`config.mk`:
```
export PLATFORM = sky130hd
export DESIGN_NAME = tic_timer
export DESIGN_NICKNAME = d
export VERILOG_FILES = /design/src/core/tic_pkg.sv /design/src/core/tic_timer.sv
export VERILOG_INCLUDE_DIRS = /design/src /design/src/core
export SDC_FILE = /design/constraint.sdc
export NUM_CORES = 1
export LEC_CHECK = 0
export BUFFER_PORTS_ARGS = -buffer_cell sky130_fd_sc_hd__buf_2
export CAP_MARGIN = 20
export CORE_ASPECT_RATIO = 0.8
export CORE_MARGIN = 2
export CORE_UTILIZATION = 50
export CTS_CLUSTER_DIAMETER = 50
export DETAILED_ROUTE_END_ITERATION = 12
export PLACE_DENSITY = 0.76
export SYNTH_ARGS = -nofsm -noshare
export SYNTH_HDL_FRONTEND = slang
export SYNTH_SLANG_ARGS = --single-unit
```
`constraint.sdc`:
```
create_clock -name CLOCK_I -period 4.1 [get_ports CLOCK_I]
set_input_delay 0.615 -clock CLOCK_I [delete_from_list [all_inputs] [get_ports CLOCK_I]]
set_output_delay 0.615 -clock CLOCK_I [all_outputs]
set_load 0.005 [all_outputs]
```
`src/core/tic_consts.svh`:
```
// Constants for the timer and interrupt control port
`ifndef TIC_CONSTS_SVH
`define TIC_CONSTS_SVH

`define TIC_PORT_CTRL     4'h6
`define TIC_PORT_TIMER    4'h7
`define TIC_CTRL_RESET    8'h00
`define TIC_BIT_EXT_EN    0
`define TIC_BIT_TMR_EN    1
`define TIC_BIT_LEVEL     2
`define TIC_BIT_RUN       3
`define TIC_BIT_PULSE     4
`define TIC_BIT_DIV2      5
`define TIC_BIT_DIV5      6
`define TIC_BIT_DIV20     7
`define TIC_DIV2          8'h02
`define TIC_DIV5          8'h05
`define TIC_DIV20         8'h14
`define TIC_COUNT_ONE     8'h01
`define TIC_PSC_ZERO      8'h00
`define TIC_PSC_ONE       8'h01
`define TIC_PSC_WIDTH     8

`endif

```
`src/core/tic_pkg.sv`:
```
// Types shared by the timer and interrupt control port
package tic_pkg;

  // Port access from the CPU core
  typedef struct packed {
    logic       wr;
    logic       rd;
    logic [3:0] port;
    logic [7:0] data;
  } tic_io_req_t;

  // Decoded timer mode
  typedef enum logic [1:0] {
    TIC_MODE_INTERVAL,
    TIC_MODE_PULSE,
    TIC_MODE_EVENT
  } tic_mode_t;

endpackage : tic_pkg

```
`src/core/tic_timer.sv`:
```
// Timer, prescaler and interrupt control port of the single-chip controller
//
// Notes on behaviour
// - 8-bit down counter, three software modes
// - Port 6 write latches control byte
// - Bit0 external enable, bit1 timer enable
// - Bit2 pin level, bit3 run, bit4 pulse
// - Bits 5,6,7 divide by 2,5,20
// - Combined prescale bits multiply their factors
// - Port 6 read: zeros, pin level bit7
// - Prescaler reset: stop, port 7, trailing edge
// - Port 7 write loads counter, reload, clears
// - Prescaler clocks timer except event mode
// - Phase clock is half time base
// - Interval mode counts down from reload
// - After 01 reload instead of zero
// - Port 7 read returns current count
// - Acknowledge only while gate flag set
// - Free-running timer has no cumulative drift
// - Reload sets timer latch, gated by bit1
// - Pulse mode counts while pin active
// - Event mode counts inactive-to-active edges
// - External latch on edge, cleared by disable
//
// Timing in brief
// - Phase tick on every second clock, so one
//   prescaler count takes two system clocks.
// - A step of the counter takes 2*div clocks.
// - Pin edges land three to four clocks late,
//   a cost of the three-flop synchroniser.
// - Port reads answer one clock after the strobe.
// - Requests and acknowledges are registered, so
//   the CPU sees each change one clock later.
// - Stopping the timer drops the partial prescale
//   count; repeated stops lose time on purpose.
// - Mode: bit 4 set is pulse width; otherwise any
//   prescale bit gives interval, none gives events.
// - Pulse width with no prescale bit counts phase
//   ticks directly; a corner left undefined.
// - The timer latch keeps a request while bit 1 is
//   clear; the external latch does not.
`timescale 1ns/1ps
`include "tic_consts.svh"

module tic_timer
  import tic_pkg::*;
(
  // Clock and reset
  input  wire logic        CLOCK_I,
  input  wire logic        RSTN_I,
  // Port access from the CPU core
  input  wire tic_io_req_t IO_REQ_I,
  output logic [7:0]       IO_RDATA_O,
  // Interrupt handshake with the CPU core
  input  wire logic        IRQ_GATE_FLAG_I,
  input  wire logic        INSTR_DONE_I,
  output logic             TIMER_IRQ_O,
  output logic             EXT_IRQ_O,
  output logic             IRQ_ACK_TIMER_O,
  output logic             IRQ_ACK_EXT_O,
  // External pin
  input  wire logic        EXTERNAL_IRQ_PIN_I
);

  // ==========================================================
  // Control port
  logic [7:0] irq_timer_ctrl_port;

  // Counter, reload register and prescaler
  logic [7:0] count;
  logic [7:0] reload;
  logic [7:0] psc;
  logic       phase;

  // Request latches
  logic       timer_latch;
  logic       ext_latch;

  // Pin synchroniser stages and settled level
  logic       s1;
  logic       s2;
  logic       s3;
  logic       pin_lvl;
  logic       pin_lvl_d;

  // Decoded port strobes
  logic       wr_ctrl;
  logic       wr_timer;
  logic       rd_ctrl;
  logic       rd_timer;

  // Decoded control fields
  logic       run;
  logic       ext_en;
  logic       tmr_en;
  tic_mode_t  mode;

  assign wr_ctrl  = IO_REQ_I.wr && (IO_REQ_I.port == `TIC_PORT_CTRL);
  assign wr_timer = IO_REQ_I.wr && (IO_REQ_I.port == `TIC_PORT_TIMER);
  assign rd_ctrl  = IO_REQ_I.rd && (IO_REQ_I.port == `TIC_PORT_CTRL);
  assign rd_timer = IO_REQ_I.rd && (IO_REQ_I.port == `TIC_PORT_TIMER);

  assign run      = irq_timer_ctrl_port[`TIC_BIT_RUN];

  assign ext_en   = irq_timer_ctrl_port[`TIC_BIT_EXT_EN];
  assign tmr_en   = irq_timer_ctrl_port[`TIC_BIT_TMR_EN];

  // mode decode from bit 4 and prescale bits
  logic psc_any;
  assign psc_any = |irq_timer_ctrl_port[`TIC_BIT_DIV20:`TIC_BIT_DIV2];

  always_comb begin
    unique case ({irq_timer_ctrl_port[`TIC_BIT_PULSE], psc_any})
      2'b00:   mode = TIC_MODE_EVENT;
      2'b01:   mode = TIC_MODE_INTERVAL;
      default: mode = TIC_MODE_PULSE;
    endcase
  end

  // latch control byte; cleared at reset
  always_ff @(posedge CLOCK_I) begin
    if (!RSTN_I)
      irq_timer_ctrl_port <= `TIC_CTRL_RESET;
    else if (wr_ctrl)
      irq_timer_ctrl_port <= IO_REQ_I.data;
  end

  // ==========================================================
  // Pin synchroniser
  // three flops, change taken when last two agree
  always_ff @(posedge CLOCK_I) begin
    if (!RSTN_I) begin
      s1 <= 1'b0;
      s2 <= 1'b0;
      s3 <= 1'b0;
    end else begin
      s1 <= EXTERNAL_IRQ_PIN_I;
      s2 <= s1;
      s3 <= s2;
    end
  end

  always_ff @(posedge CLOCK_I) begin
    if (!RSTN_I)
      pin_lvl <= 1'b0;
    else if (s2 == s3)
      pin_lvl <= s3;
  end

  always_ff @(posedge CLOCK_I) begin
    if (!RSTN_I)
      pin_lvl_d <= 1'b0;
    else
      pin_lvl_d <= pin_lvl;
  end

  // ==========================================================
  // Edge detection
  // active level chosen by bit 2
  logic pin_act;
  logic pin_act_d;
  logic lead_edge;
  logic trail_edge;
  assign pin_act    = pin_lvl ~^ irq_timer_ctrl_port[`TIC_BIT_LEVEL];
  assign pin_act_d  = pin_lvl_d ~^ irq_timer_ctrl_port[`TIC_BIT_LEVEL];
  assign lead_edge  = pin_act && !pin_act_d;
  assign trail_edge = !pin_act && pin_act_d;

  // ==========================================================
  // Phase clock and prescaler
  // phase tick every second system clock
  always_ff @(posedge CLOCK_I) begin
    if (!RSTN_I)
      phase <= 1'b0;
    else
      phase <= ~phase;
  end

  // ==========================================================
  // Prescaler
  // divide value is product of selected factors
  logic [7:0] div;
  always_comb begin
    div = `TIC_PSC_ONE;
    if (irq_timer_ctrl_port[`TIC_BIT_DIV2])
      div = `TIC_DIV2;
    if (irq_timer_ctrl_port[`TIC_BIT_DIV5])
      div = 8'(div * `TIC_DIV5);
    if (irq_timer_ctrl_port[`TIC_BIT_DIV20])
      div = 8'(div * `TIC_DIV20);
  end

  logic counting;
  logic psc_rst;
  logic psc_tick;
  // pulse mode counts only while pin active
  assign counting = run && ((mode == TIC_MODE_INTERVAL) ||
                            (mode == TIC_MODE_PULSE && pin_act));
  // stopped, port 7 write, pulse trailing edge
  logic rst_stop;
  logic rst_load;
  logic rst_trail;
  assign rst_stop  = !counting;
  assign rst_load  = wr_timer;
  assign rst_trail = (mode == TIC_MODE_PULSE) && trail_edge;
  assign psc_rst   = rst_stop || rst_load || rst_trail;
  assign psc_tick = counting && phase && (psc == 8'(div - `TIC_PSC_ONE));

  always_ff @(posedge CLOCK_I) begin
    if (!RSTN_I)
      psc <= `TIC_PSC_ZERO;
    else if (psc_rst)
      psc <= `TIC_PSC_ZERO;
    else if (phase)
      psc <= psc_tick ? `TIC_PSC_ZERO : 8'(psc + `TIC_PSC_ONE);
  end

  // ==========================================================
  // Counter and reload register
  logic cnt_step;
  logic wrap;
  // event mode steps on leading edges
  assign cnt_step = (mode == TIC_MODE_EVENT) ? (run && lead_edge) : psc_tick;
  // at 01 the next step reloads
  assign wrap     = cnt_step && (count == `TIC_COUNT_ONE);

  // load takes the byte for the reload register
  always_ff @(posedge CLOCK_I) begin
    if (!RSTN_I)
      reload <= `TIC_PSC_ZERO;
    else if (wr_timer)
      reload <= IO_REQ_I.data;
  end

  // reload in the tick itself keeps period exact
  always_ff @(posedge CLOCK_I) begin
    if (!RSTN_I)
      count <= `TIC_PSC_ZERO;
    else if (wr_timer)
      count <= IO_REQ_I.data;
    else if (wrap)
      count <= reload;
    else if (cnt_step)
      count <= 8'(count - `TIC_PSC_ONE);
  end

  // ==========================================================
  // Request latches and acknowledge
  logic ack_t;
  logic ack_e;
  logic take;
  // acknowledge at instruction end while gate flag set
  assign take  = INSTR_DONE_I && IRQ_GATE_FLAG_I;
  // Only a request the CPU can see is taken; the latch
  // guards against a stale output after a clear
  assign ack_t = take && TIMER_IRQ_O && timer_latch;
  assign ack_e = take && EXT_IRQ_O && ext_latch && !TIMER_IRQ_O;

  // set on reload wins; cleared by ack or load
  // Set wins: a reload in the ack cycle is a new
  // request and must not be lost
  always_ff @(posedge CLOCK_I) begin
    if (!RSTN_I)
      timer_latch <= 1'b0;
    else if (wrap)
      timer_latch <= 1'b1;
    else if (wr_timer || ack_t)
      timer_latch <= 1'b0;
  end

  // edge sets latch while enabled; disable clears
  // Disable wins: a cleared enable must drop the request
  logic ext_set;
  assign ext_set = ext_en && ((mode == TIC_MODE_PULSE) ? trail_edge : lead_edge);
  always_ff @(posedge CLOCK_I) begin
    if (!RSTN_I)
      ext_latch <= 1'b0;
    else if (!ext_en)
      ext_latch <= 1'b0;
    else if (ext_set)
      ext_latch <= 1'b1;
    else if (ack_e)
      ext_latch <= 1'b0;
  end

  // timer request passed only with bit 1
  always_ff @(posedge CLOCK_I) begin
    if (!RSTN_I)
      TIMER_IRQ_O <= 1'b0;
    else
      TIMER_IRQ_O <= timer_latch && tmr_en && !ack_t && !wr_timer;
  end

  always_ff @(posedge CLOCK_I) begin
    if (!RSTN_I)
      EXT_IRQ_O <= 1'b0;
    else
      EXT_IRQ_O <= ext_latch && ext_en && !ack_e;
  end

  always_ff @(posedge CLOCK_I) begin
    if (!RSTN_I)
      IRQ_ACK_TIMER_O <= 1'b0;
    else
      IRQ_ACK_TIMER_O <= ack_t;
  end

  always_ff @(posedge CLOCK_I) begin
    if (!RSTN_I)
      IRQ_ACK_EXT_O <= 1'b0;
    else
      IRQ_ACK_EXT_O <= ack_e;
  end

  // ==========================================================
  // Read data
  // port 6 reads pin, port 7 reads count
  always_ff @(posedge CLOCK_I) begin
    if (!RSTN_I)
      IO_RDATA_O <= `TIC_PSC_ZERO;
    else if (rd_ctrl)
      IO_RDATA_O <= {pin_lvl, 7'h00};
    else if (rd_timer)
      IO_RDATA_O <= count;
    // Other ports and idle cycles read as zero
    else
      IO_RDATA_O <= `TIC_PSC_ZERO;
  end

endmodule : tic_timer
```
# Yosys cells after proc, flatten, opt, wreduce, memory -nomap -nowiden
# Index checks and enable logic that the tools add are counted.
totals:
  register_bits: 52
  latchBits: 0
  ram_bits: 0
  mem_bits_ro: 0
  word_cells: 97
  n_memories: 0
classes:
  add_sub_neg: 3
  n_mul: 2
  div_mod_pow: 0
  magnitude_cmp: 0
  eq_ne: 8
  shifts: 0
  muxes: 16
  n_bitwise: 5
  n_reduce_logical: 45
ops:
  columns: ["op", "count"]
  rows:
  - ["$mux 8", 8]
  - ["$logic_and 1x1->1", 25]
  - ["$sub 8x1->8 const B", 2]
  - ["$add 8x1->8 const B", 1]
  - ["$eq 4x3->1 const B", 2]
  - ["$eq 8x1->1 const B", 1]
  - ["$eq 8x8->1", 1]
  - ["$mul 8x3->6 const B", 1]
  - ["$mul 8x3->8 const B", 1]
  - ["$logic_not 1->1", 7]
  - ["$mux 1", 6]
  - ["$reduce_or 3->1", 2]
  - ["$eq 2x1->1 const B", 2]
  - ["$logic_not 2->1", 2]
  - ["$logic_or 1x1->1", 4]
  - ["$pmux 2 s2", 1]
  - ["$reduce_bool 2->1", 2]
  - ["$not 1->1", 3]
  - ["$reduce_bool 3->1", 1]
  - ["$eq 2x2->1 const B", 1]
  - ["$mux 2", 1]
  - ["$reduce_and 2->1", 1]
  - ["$reduce_or 2->1", 1]
  - ["$xnor 1x1->1", 2]
  - ["$eq 1x1->1", 1]

# Longest topological paths before layout
depth:
  word_depth: 13
  depth_mapped: 9
  depth_no_buf: 8

# Least setup slack after synthesis
# No wires, ideal clock.
synth_timing:
  path_type: "reg2reg"
  start: "register irq_timer_ctrl_port[5]"
  end: "register count[1]"
  setup_time_ns: 0.130
  arrival_ns: 1.946
  slack_ns: 2.024
  path_stages_with_launch: 10
  n_path_buf: 1
  synth_period_minus_slack_ns: 2.076
  cell_sequence: "dfxtp_1 > inv_1 > ha_1 > xnor2_1 > nand4_1 > a311oi_2 > a31o_2 > buf_6 > mux2i_1 > a21oi_1"
synth_between:
  elab_chain_cells: 13
  word_cells_on_any_way: 24
synth_rtl:
  columns: ["element", "line_no", "rtl"]
  rows:
  - ["start: declaration", "tic_timer.sv:67", "logic [7:0] irq_timer_ctrl_port;"]
  - ["start signal: assignment", "tic_timer.sv:123", "irq_timer_ctrl_port <= `TIC_CTRL_RESET;"]
  - ["start signal: assignment", "tic_timer.sv:125", "irq_timer_ctrl_port <= IO_REQ_I.data;"]
  - ["branches (longest 9 deep; another with $mul 8x3->8)", null, null]
  - ["$mux 1 (*)", "tic_timer.sv:223", "assign cnt_step = (mode == TIC_MODE_EVENT) ? (run && lead_edge) : psc_tick;"]
  - ["$logic_and 1x1->1", "tic_timer.sv:225", "assign wrap = cnt_step && (count == `TIC_COUNT_ONE);"]
  - ["$mux 8", "tic_timer.sv:241", "else if (wrap)"]
  - ["$mux 8", "tic_timer.sv:239", "else if (wr_timer)"]
  - ["end signal: assignment", "tic_timer.sv:238", "count <= `TIC_PSC_ZERO;"]
  - ["end signal: assignment", "tic_timer.sv:240", "count <= IO_REQ_I.data;"]
  - ["end signal: assignment", "tic_timer.sv:242", "count <= reload;"]
  - ["end: declaration", "tic_timer.sv:70", "logic [7:0] count;"]
# Every way passes the cells marked *.
# A chain may end at the register's enable or synchronous reset.

# Worst setup path in the final report
layout_timing:
  start: "register irq_timer_ctrl_port[5]"
  end: "register count[6]"
# Same word-level chain as after synthesis.

==> impl_summary.md <==
Pwr
Dividing total power by cell area gives a power density of about 330 mW/mm2. The internal power is approximately 700 uW. Of the total power, registers draw roughly 56%. In this run, the combinational gates consume 6.1% of the power. Net switching is a little over a fifth of the power. The clock network fraction of total power is about 38%. The design draws about 920 uW. Summed over all cells, the static leakage comes to between 1 and 1.5 nW.

The switching power total is between 200 and 250 uW. The worst-case IR drop observed on VDD is about 0.0002 V.

Floorplan
The number of standard-cell rows in the floorplan is 23. The region available for standard cell placement spans 0.00495 mm2. The overall die height is slightly below 70 um. The initial utilization of the core area, before any placement, comes to 51.2%. The x dimension of the die is 83.6 um.

During I/O placement, the number of pins put on the boundary was 31. The full die area is between 0.005 and 0.006 mm2.

Setup path
Data on the critical path arrives at its endpoint at 2.56 ns. The critical path start-end classification is flop to flop. The register-to-register setup slack is 1.73 ns. The startpoint identified for the worst register-to-register timing path is irq_timer_ctrl_port[5]. The path depth of the worst reg2reg path is 8. STA classifies the critical path startpoint as a flop. The largest individual stage delay along the critical path comes from the cell sky130_fd_sc_hd__dfxtp_1. In this run the worst path has a maximum fanout of 13. The worst endpoint required time is ~4.3 ns.

The worst register-to-register path ends at count[6]. The signal on the critical path passes through inv_1 > ha_1 > nor4bb_1 > nand2_1 > a311oi_2 > a31o_2 > mux2i_1 > a21oi_1. STA classifies the critical path endpoint as a flop. The largest single stage delay on the critical path is about 0.48 ns.

STA
After layout, the minimum clock period comes to 2.37 ns. Measured against its own limit, the worst slew margin works out to 59.1%. Setup repair after global routing left no endpoint under its margin. The final-report max-slew violation count came to 0.

The number of hold violations in the final report is 0. Setup violations remaining at the end of the flow were counted as 0. After layout, the worst path uses 57.7% of the clock period.

The worst setup skew after layout is approximately 0.0045 ns. Timing would allow up to around 420 MHz. The slew of the pin with the lowest slew margin is between 0.6 and 0.7 ns. The sum of negative setup slack is 0 ns.

Cells and area
The leading cell type in the layout, fill and taps excluded is sky130_fd_sc_hd__dfxtp_1. The repair_antennas step left the layout with diodes totalling 0. Relative to the synthesized area, the layout overhead comes to 10.9%. In the layout the commonest cells are sky130_fd_sc_hd__dfxtp_1 (52), sky130_fd_sc_hd__nand2_1 (35), sky130_fd_sc_hd__buf_2 (30). The layout has around 470 filler cells. The final net count is approximately 330. The post-route netlist has 15.9% of its cells at a drive strength greater than 1.

Synthesis
The net count after synthesis is 309. Counting distinct cell types in the post-synthesis netlist gives 50. After synthesis, flip-flops and latches occupy about 41% of the total area. The netlist area before placement is 0.00254 mm2. The warning count from the yosys run is 0. For this run, the leading register cell type out of synthesis is sky130_fd_sc_hd__dfxtp_1. The number of storage elements in the synthesis netlist is 52.

The share of async-settable or async-resettable flops after synthesis is 0%. Synthesis produced 282 cells. Yosys mapped a number of flops with a built-in enable equal to 0. The average footprint of a synthesized cell is about 9.0 um2.

Global routing
Entering global routing, the biggest net connects 39 pins. The total routing resource utilization after global routing is between 10% and 20%. The via count of the first global-routing pass came to 1798. The total overflow left after global routing is 0. The initial antenna violation count is 0. The first-pass GRT wire length is ~8.6 mm.

Clocking
Clock-pin slew was measured on the worst setup and hold paths at 0.09 ns. The clock buffer count from CTS is 5. The clock tree from TritonCTS is built.

The number of levels in the clock H-tree is 2. The cell sitting at the root of the clock tree is a sky130_fd_sc_hd__clkbuf_8. CTS saw between 50 and 60 sinks.

At the later pin of the worst-skew pair, clock insertion delay measures just over 0.3 ns. The number of buffers added for setup after CTS is 0. The clock passes through at most 2 buffers.

Buffers inserted to repair hold after CTS numbered 0. In this run, post-CTS repair resized a total of 0 instances.

Drt
Dividing the detail-routed via count by the number of cells gives ~5.4. The wire length per cell after detailed routing is approximately 14 um. The number of design rule violations left after detail routing is 0. The number of vias in the routed layout is between 2000 and 2500.

The number of optimization iterations in the first detailed-route pass is 4. The starting DRC count in detailed routing is approximately 130. The detail route stage leaves a number of antenna-violating nets equal to 0. The sum of routed wire length over all layers is between 5 and 6 mm.

Place
The final weighted congestion in routability-driven placement is between 0.8 and 0.9. The total half-perimeter wirelength after legalization and detailed placement is between 3 and 4 mm. The number of input and output port buffers inserted is 30.

Worst hold path
The worst hold path begins at s3. The worst min-delay path endpoint is pin_lvl. The path class of the tightest hold or removal check is flop to flop. The count of cells along the worst hold path is 2.

Job
Across the run, the number of max-cap violations was 0.

Status
The run finished with clean final reports.
[power by group through the flow]
| stage | clock network, mW | logic, mW | registers [mW] |
|---|---|---|---|
| floorplan | 0 | 0.0394 | 0.525 |
| global route | 0.374 | 0.0624 | 0.518 |
| detailed placement | 0 | 0.0553 | 0.528 |
| global placement | 0 | 0.0546 | 0.528 |
| CTS | 0.354 | 0.0557 | 0.517 |
| finish | 0.346 | 0.0560 | 0.517 |
[metal layers]
metal / up-vias / global-route usage [%] / part of all wire [%]
met1: 924 / 27.2 / 53
li1: 1029 / - / -
met3: 7 / 4.77 / 5.6
met4: 0 / 6.05 / 1.3
met2: 46 / 28.6 / 40
met5: - / 0 / 0
[logic make-up after synthesis]
kind of cell,after synthesis,share of synthesized area [%]
xor+xnor,15,5.18
buf+inv,22,4.00
simple gates,118,24.9
compound gates,50,14.2
flops,52,41.0
fa+ha+maj,8,3.95
mux,17,6.71
[synthesized netlist by cell type (all sizes together), types with 3 or more instances]
library cell,number,area [um2]
dfxtp,52,1040
nand2,35,131
mux2i,17,170
nor2,17,63.8
o21ai,15,82.6
nor2b,13,81.3
and2,11,71.3
nand3,11,55.1
clkbuf,10,37.5
a21boi,9,67.6
a21oi,9,45.0
inv,9,33.8
ha,8,100
xnor2,8,70.1
nor3,7,46.3
xor2,7,61.3
and3,5,31.3
nand4,5,31.3
a21o,3,22.5
buf,3,30.0
[sequential cells by signal, indices dropped and copies added (netlist names), 8 cells and up]
register / count
reload: 8
count: 8
irq_timer_ctrl_port: 8
psc: 8
IO_RDATA_O: 8
[per-stage QoR]
step	std cells	setup slack (ns)	hold WS, ns	cell area [um2]	util (%)
floorplan	282	2.02	0.412	2540	-
global placement	362	1.85	0.447	2700	54.6
detailed placement	362	1.75	0.453	2700	54.6
CTS	370	1.73	0.470	2810	56.8
global route	370	1.56	0.486	2810	56.8
finish	370	1.73	0.462	2810	56.8
[worst max path at each step]
stage / start / endpoint / slack [ns] / cells past startpoint
after floorplan: irq_timer_ctrl_port[5] / count[1] / 2.02 / 9
after detailed placement: irq_timer_ctrl_port[5] / count[6] / 1.75 / 8
after CTS: irq_timer_ctrl_port[5] / count[6] / 1.73 / 8
after global routing: irq_timer_ctrl_port[5] / count[2] / 1.56 / 8
final: irq_timer_ctrl_port[5] / count[6] / 1.73 / 8
after global placement: irq_timer_ctrl_port[5] / count[3] / 1.85 / 8
[worst max-delay path, delay by kind of cell, from the launching register on]
kind,cells,cell delay (ns)
DFF,1,0.48
buffers and inverters,1,0.11
adders and majority gates,1,0.27
AOI/OAI and AO/OA,3,0.74
and+or+nand+nor,2,0.42
muxes,1,0.23
[final cells by class]
cell class,instances,area [um2],share of cell area [%]
multi-input cells,208,1390,49.6
flip-flops and latches,52,1040,37.0
repair buffers,31,158,5.61
well taps,62,77.6,2.76
clock buffers,6,72.6,2.58
clock inverters,2,35.0,1.25
inverters,9,33.8,1.20
Power figures use the tool's default switching activity.
